===== config.mk =====
export PLATFORM = sky130hd
export DESIGN_NAME = load_store_unit
export DESIGN_NICKNAME = d
export VERILOG_FILES = /design/src/common/lsu_pkg.sv /design/src/design/load_store_unit.sv
export VERILOG_INCLUDE_DIRS = /design/src /design/src/common
export SDC_FILE = /design/constraint.sdc
export NUM_CORES = 1
export LEC_CHECK = 0
export BUFFER_PORTS_ARGS = -buffer_cell sky130_fd_sc_hd__buf_4
export CORE_MARGIN = 2
export CORE_UTILIZATION = 54
export DETAILED_ROUTE_END_ITERATION = 10
export PLACE_DENSITY = 0.82
export SLEW_MARGIN = 10
export SYNTH_ARGS = -nofsm -noshare
export SYNTH_HDL_FRONTEND = slang
export SYNTH_SLANG_ARGS = --single-unit

===== constraint.sdc =====
create_clock -name clk -period 2.8 [get_ports clk]
set_input_delay 0.42 -clock clk [delete_from_list [all_inputs] [get_ports clk]]
set_output_delay 0.42 -clock clk [all_outputs]
set_load 0.02 [all_outputs]

===== src/common/lsu_consts.svh =====
`ifndef LSU_CONSTS_SVH
`define LSU_CONSTS_SVH
// isa levels
`define ISA_LEVEL_FIRST  2'd0
`define ISA_LEVEL_SECOND 2'd1
`define ISA_LEVEL_THIRD  2'd2
`define ISA_LEVEL_FOURTH 2'd3
// alignment masks on low address bits
`define ALIGN_MASK_HALF  3'h1
`define ALIGN_MASK_WORD  3'h3
`define ALIGN_MASK_DWORD 3'h7
// offset field
`define OFFSET_WIDTH     16
`define OFFSET_SIGN_BIT  15
`endif


===== src/common/lsu_pkg.sv =====
package lsu_pkg;
    typedef enum logic [1:0] {
        SIZE_BYTE,
        SIZE_HALF,
        SIZE_WORD,
        SIZE_DWORD
    } access_size_e;
    typedef enum logic [1:0] {
        FORM_ALIGNED,
        FORM_LEFT,
        FORM_RIGHT,
        FORM_UNALIGNED
    } access_form_e;
    typedef enum logic [1:0] {
        OP_LOAD,
        OP_STORE,
        OP_SYNC
    } access_op_e;
endpackage


===== src/design/load_store_unit.sv =====
`timescale 1ns/10ps
`include "lsu_consts.svh"

// What this block does
// - signed loads sign-extend; unsigned loads zero-fill upper bits
// - aligned form: dword needs multiple of 8, word 4, half 2; else address error
// - first isa level no stall; later levels stall dependent op until data
// - only address mode is base register plus offset in -32768..32767
// - 16-bit offset is sign-extended before adding to the base
// - doubleword forms are accepted only at the third isa level or later
// - sync completes all earlier loads and stores before later accesses
module load_store_unit
    import lsu_pkg::*;
#(
    parameter int XLEN = 64
) (
    input  wire logic              clk,
    input  wire logic              rst_b,
    input  wire logic [1:0]        isaLevel,
    input  wire logic              reqValid,
    input  wire access_op_e        reqOp,
    input  wire access_size_e      reqSize,
    input  wire access_form_e      reqForm,
    input  wire logic              reqUnsigned,
    input  wire logic [XLEN-1:0]   reqBase,
    input  wire logic [15:0]       reqOffset,
    input  wire logic [4:0]        reqDest,
    input  wire logic [XLEN-1:0]   reqStoreData,
    input  wire logic              useValid,
    input  wire logic [4:0]        useSrcA,
    input  wire logic [4:0]        useSrcB,
    output logic                   reqReady,
    output logic                   useStall,
    output logic                   addrError,
    output logic                   memReq,
    output logic                   memWrite,
    output logic [XLEN-1:0]        memAddr,
    output logic [7:0]             memByteEn,
    output logic [63:0]            memWriteData,
    input  wire logic              memAck,
    input  wire logic [63:0]       memReadData,
    output logic                   wbValid,
    output logic [4:0]             wbDest,
    output logic [XLEN-1:0]        wbData
);

    // ------------------------------------------------------------
    // address and checks
    // ------------------------------------------------------------
    wire logic [XLEN-1:0] offsetExt;
    wire logic [XLEN-1:0] effAddr;
    wire logic [2:0]      lowAddr;
    wire logic [2:0]      alignMask;
    wire logic            misaligned;
    wire logic            isDword;
    wire logic            dwordIllegal;
    wire logic            badAccess;
    wire logic            isMemOp;
    wire logic [7:0]      laneMask;
    wire logic            interlockOn;
    wire logic            depHit;

    assign offsetExt = {{(XLEN-`OFFSET_WIDTH){reqOffset[`OFFSET_SIGN_BIT]}},
                        reqOffset};
    assign effAddr = reqBase + offsetExt;
    assign lowAddr = effAddr[2:0];
    assign alignMask = (reqSize == SIZE_DWORD) ? `ALIGN_MASK_DWORD :
                       (reqSize == SIZE_WORD)  ? `ALIGN_MASK_WORD  :
                       (reqSize == SIZE_HALF)  ? `ALIGN_MASK_HALF  : 3'h0;
    assign misaligned = (reqForm == FORM_ALIGNED) &&
                        ((lowAddr & alignMask) != 3'h0);
    assign isDword = (reqSize == SIZE_DWORD);
    assign dwordIllegal = isDword && (isaLevel < `ISA_LEVEL_THIRD);
    assign isMemOp = (reqOp != OP_SYNC);
    assign badAccess = isMemOp && (misaligned || dwordIllegal);
    assign laneMask = laneSel(reqSize, reqForm, lowAddr);
    assign interlockOn = (isaLevel != `ISA_LEVEL_FIRST);

    // ------------------------------------------------------------
    // helpers
    // ------------------------------------------------------------
    function automatic logic [7:0] laneSel(access_size_e sz,
                                           access_form_e fm,
                                           logic [2:0] a);
        logic [7:0] base;
        base = (sz == SIZE_DWORD) ? 8'hff :
               (sz == SIZE_WORD)  ? 8'h0f :
               (sz == SIZE_HALF)  ? 8'h03 : 8'h01;
        if (fm == FORM_LEFT) begin
            laneSel = base & (8'hff >> (3'h7 - a));
        end else if (fm == FORM_RIGHT) begin
            laneSel = base << a;
        end else begin
            laneSel = base << a;
        end
    endfunction

    function automatic logic [XLEN-1:0] extendData(logic [63:0] raw,
                                                   access_size_e sz,
                                                   logic uns);
        logic sgn;
        sgn = 1'b0;
        unique case (sz)
            SIZE_BYTE: begin
                sgn = raw[7] & ~uns;
                extendData = {{(XLEN-8){sgn}}, raw[7:0]};
            end
            SIZE_HALF: begin
                sgn = raw[15] & ~uns;
                extendData = {{(XLEN-16){sgn}}, raw[15:0]};
            end
            SIZE_WORD: begin
                sgn = raw[31] & ~uns;
                extendData = {{(XLEN-32){sgn}}, raw[31:0]};
            end
            SIZE_DWORD: begin
                extendData = raw[XLEN-1:0];
            end
        endcase
    endfunction

    // ------------------------------------------------------------
    // control state
    // ------------------------------------------------------------
    typedef enum logic [1:0] {
        ST_IDLE,
        ST_BUSY,
        ST_SYNC
    } lsu_state_e;

    lsu_state_e   state;
    logic         pendLoad;
    logic [4:0]   pendDest;
    access_size_e pendSize;
    logic         pendUnsigned;
    logic [2:0]   pendShift;

    wire logic accept;
    wire logic launch;
    assign accept = reqValid && reqReady;
    assign launch = accept && isMemOp && !badAccess;

    assign depHit = pendLoad && interlockOn && useValid && (pendDest != 5'h0)
                    && ((useSrcA == pendDest) ||
                        (useSrcB == pendDest));

    wire logic [63:0] shiftedRead;
    assign shiftedRead = memReadData >> {pendShift, 3'h0};

    always_ff @(posedge clk or negedge rst_b) begin
        if (!rst_b) begin
            state <= ST_IDLE;
            pendLoad <= 1'b0;
            pendDest <= 5'h0;
            pendSize <= SIZE_BYTE;
            pendUnsigned <= 1'b0;
            pendShift <= 3'h0;
        end else begin
            unique case (state)
                ST_IDLE: begin
                    if (launch) begin
                        state <= ST_BUSY;
                        pendLoad <= (reqOp == OP_LOAD);
                        pendDest <= reqDest;
                        pendSize <= reqSize;
                        pendUnsigned <= reqUnsigned;
                        pendShift <= (reqForm == FORM_ALIGNED ||
                                      reqForm == FORM_UNALIGNED) ?
                                     lowAddr : 3'h0;
                    end else if (accept && reqOp == OP_SYNC) begin
                        state <= ST_SYNC;
                    end
                end
                ST_BUSY: begin
                    if (memAck) begin
                        state <= ST_IDLE;
                        pendLoad <= 1'b0;
                    end
                end
                ST_SYNC: begin
                    state <= ST_IDLE;
                end
                default: state <= ST_IDLE;
            endcase
        end
    end

    // ------------------------------------------------------------
    // outputs
    // ------------------------------------------------------------
    always_ff @(posedge clk or negedge rst_b) begin
        if (!rst_b) begin
            reqReady <= 1'b0;
            useStall <= 1'b0;
            addrError <= 1'b0;
            memReq <= 1'b0;
            memWrite <= 1'b0;
            memAddr <= '0;
            memByteEn <= 8'h00;
            memWriteData <= 64'h0;
            wbValid <= 1'b0;
            wbDest <= 5'h0;
            wbData <= '0;
        end else begin
            // one request at a time; sync holds off later access
            reqReady <= (state == ST_IDLE) && !accept;
            useStall <= depHit && !memAck;
            addrError <= accept && badAccess;
            wbValid <= 1'b0;
            if (launch) begin
                memReq <= 1'b1;
                memWrite <= (reqOp == OP_STORE);
                memAddr <= effAddr;
                memByteEn <= laneMask;
                memWriteData <= 64'(reqStoreData) << {lowAddr, 3'h0};
            end else if (memAck) begin
                memReq <= 1'b0;
                memWrite <= 1'b0;
                memByteEn <= 8'h00;
            end
            if (state == ST_BUSY && memAck && pendLoad) begin
                wbValid <= 1'b1;
                wbDest <= pendDest;
                wbData <= extendData(shiftedRead, pendSize,
                                     pendUnsigned);
            end
        end
    end

endmodule // load_store_unit


==> flow_summary.ini <==
[outcome]
status = finished, violations left
violations = setup timing

[clocking]
path_clk_slew_ns = 0.06
cts_max_level = 1
clock-sinks = 225
cts-root-buf = clkbuf_16
cts_made_buffers = 25
cts_tree = built
cts_buffer_depth = 3
insertion_delay_ns = 0.56

[global_routing]
grt.total_usage_pct = 36.5
met2_usage_pct = 57.1
antenna_found_initial = 5
grt_pass1_wl_microns = 88700
use_met1_pct = 49.9
busiest_layer = met2
grt_overflow = 0
grt_max_degree = 102
grt.met3_usage_pct = 5.70
grt_pass1_vias = 16483

[synthesis]
synth_edf_count = 0
synth_area_leader_cell = dfrtp_1
synthTopCellsByCount = nand2_1 (281), dfrtp_1 (225), nor2_1 (194)
yosys_register_bits = 225
yosys.area.top_type_share_pct = 35.8
syn-instance-count = 1851
mappedNetlistNets = 2154
yosys_warnings = 0
yosysMostFrequentCell = nand2_1
syn_avg_cell_area_sq_um = 8.49
synth_cell_type_count = 73
yosysSeqAreaShare_pct = 35.8
async_flop_share_pct = 100
ys.flop_type = dfrtp_1
synth.area.top_cells = dfrtp_1 (36%), nand2_1 (6.7%), a21oi_1 (6.0%)
netlist_area_sq_um = 15700

[timing]
setup_viol = 6
setup_slack_ns = -0.173
fmax_ghz = 0.336
period_needed_ns = 2.97
rsz0062_at_grt = yes
skew_ns = 0.0145
worst_pin_slew_ns = 0.734
final-max-slew-violation-count = 0
whs_ns = 0.0554
slew_headroom_pct = 51.1
min_period_over_period_pct = 106
hold_viol_final = 0

[floorplanning]
die_h_microns = 175
die-area_sq_um = 30500
fp-row-count = 62
die_w_microns = 175
initial_utilization_pct = 54.8
core_sq_um = 28700
pin_count = 448

[critical_path]
critPathTopFamily = compound AO/OA/AOI/OAI gates
critPathBufInv = 4
slowest_delay_ns = 0.43
criticalPathCategory = primary input to flop
cp.arrival_ns = 3.42
path_cells = buf_8 -> ha_4 -> inv_2 -> fa_4 -> and2b_1 -> o2111ai_2 -> a211o_1 -> a2111oi_4 -> o2111ai_2 -> a2111oi_4 -> nor2_4 -> buf_4 -> buf_6 -> xnor2_2 -> o21ai_1
cp.required_ns = 3.25
end_kind = flop
worstPathMaxFanout = 4
start_kind = primary input
crit_slowest_cell = fa_4

[layout]
area_delta_synth_final_pct = 41.5
multi_input_area_sq_um = 9650
post-route-util_pct = 77.5
nets = 2737
drive_gt1_share_pct = 34.9
fin_cells = 2840
nFillCells = 2052
register_area_sq_um = 5630

[placed_design]
place_ws_ns = -0.818
port_buffers = 447
place_congestion = 0.965
dp.final_hpwl_microns = 44200
dp.cells = 2782

[drt]
vias = 17081
wl_per_cell_microns = 20.2
drtAntennaViolNets = 0
viasPerCell = 6.01
wl_microns = 57300
drc_errors = 0
drt_pass1_iterations = 6
drt-initial-drc-count = 1673

[pwr]
ir_worst_vdd_v = 0.000739
leakage_nw = 10.7
power.density_nw_per_um2 = 895

[flow_run]
maxCapViolCount = 0

[hold_path]
hold_class = primary input to flop
-- per-layer routing --
layer,share of wire (%),wire length [microns]
met1,40,23100
met2,46,26200
met3,8.2,4690
met4,5.6,3210
met5,0.047,27
-- cell usage in the layout, fill, tap and decap left out, types with 11 or more instances in the layout --
| master | n |
|---|---|
| mux2i_1 | 68 |
| nand2_1 | 281 |
| mux2_2 | 30 |
| o21ai_1 | 12 |
| nand3_1 | 46 |
| a31oi_1 | 23 |
| o22a_1 | 14 |
| inv_1 | 21 |
| nor3_1 | 25 |
| nand4_1 | 23 |
| buf_4 | 677 |
| nand3b_1 | 11 |
| xor2_1 | 27 |
| o21ai_0 | 156 |
| clkbuf_16 | 25 |
| ha_1 | 62 |
| o31ai_1 | 24 |
| a21o_1 | 37 |
| xnor2_1 | 39 |
| mux4_2 | 41 |
| o22ai_1 | 15 |
| dfrtp_1 | 223 |
| a21oi_1 | 187 |
| nor2_1 | 193 |
-- sequential cells by signal, summed over array words and instances, names as in the netlist --
name,count
wbDest,5
memByteEn,8
memWrite,1
pendShift,3
pendSize,2
useStall,1
pendLoad,1
pendDest,5
wbValid,1
memAddr,64
memWriteData,64
memReq,1
state,2
pendUnsigned,1
wbData,64
addrError,1
reqReady,1
-- cell families after synthesis --
logic type      Yosys count  share of synthesized area (%)
flops                   225                           35.8
buf+inv                 164                           3.94
fa+ha+maj                66                           5.30
compound gates          553                           21.4
xor+xnor                 69                           3.84
mux                     139                           12.4
simple gates            635                           17.3
-- layout make-up --
type / count / area share [%]
antenna: 3 / 0.0338
clock buffer: 32 / 3.16
clock inverter: 14 / 1.19
inverter: 23 / 0.388
multi-input combinational: 1462 / 43.4
sequential: 225 / 25.3
tap: 384 / 2.16
timing repair buffer: 697 / 24.3
-- metrics by stage --
| step | total power, mW | cell area (sq um) | setup TNS (ns) |
|---|---|---|---|
| 2_1_floorplan | 11.3 | 15800 | -3.02 |
| 3_3_place_gp | 15.6 | 21100 | -24.00 |
| 3_5_place_dp | 15.9 | 21100 | -31.49 |
| 4_1_cts | 19.8 | 22100 | -0.482 |
| 5_1_grt | 20.9 | 22200 | -1.70 |
| 6_report | 19.9 | 22200 | -0.760 |
-- where the power goes --
group	total, mW	internal (mW)	switching (mW)
registers	5.72	4.67	1.04
clock network	3.88	2.42	1.46
logic	10.3	4.41	5.90
total	19.9	11.5	8.40
-- final timing paths --
path	start	end	slack [ns]	cells past startpoint
setup / recovery	reqBase[0]	memAddr[54]	-0.17	15
hold reg to reg	memWriteData[43]	memWriteData[43]	0.48	2
hold / removal	reqOp[1]	memWrite	0.06	2
max in group asynchronous	rst_b	memWriteData[20]	1.62	3
setup reg to reg	pendShift[0]	wbData[55]	0.36	7
min in group asynchronous	rst_b	memWriteData[9]	0.41	2
-- repair_timing --
| item | 4_1_cts | 5_1_grt |
|---|---|---|
| endpoints found under the hold margin | 64 | 0 |
| hold buffers | 1 | 0 |
| pin swaps | 9 | 19 |
| setup endpoints to repair | 6 | 14 |
| setup buffers | 3 | 6 |
| gates resized for setup | 8 | 21 |
No activity file was read; power rests on OpenSTA's default activity.
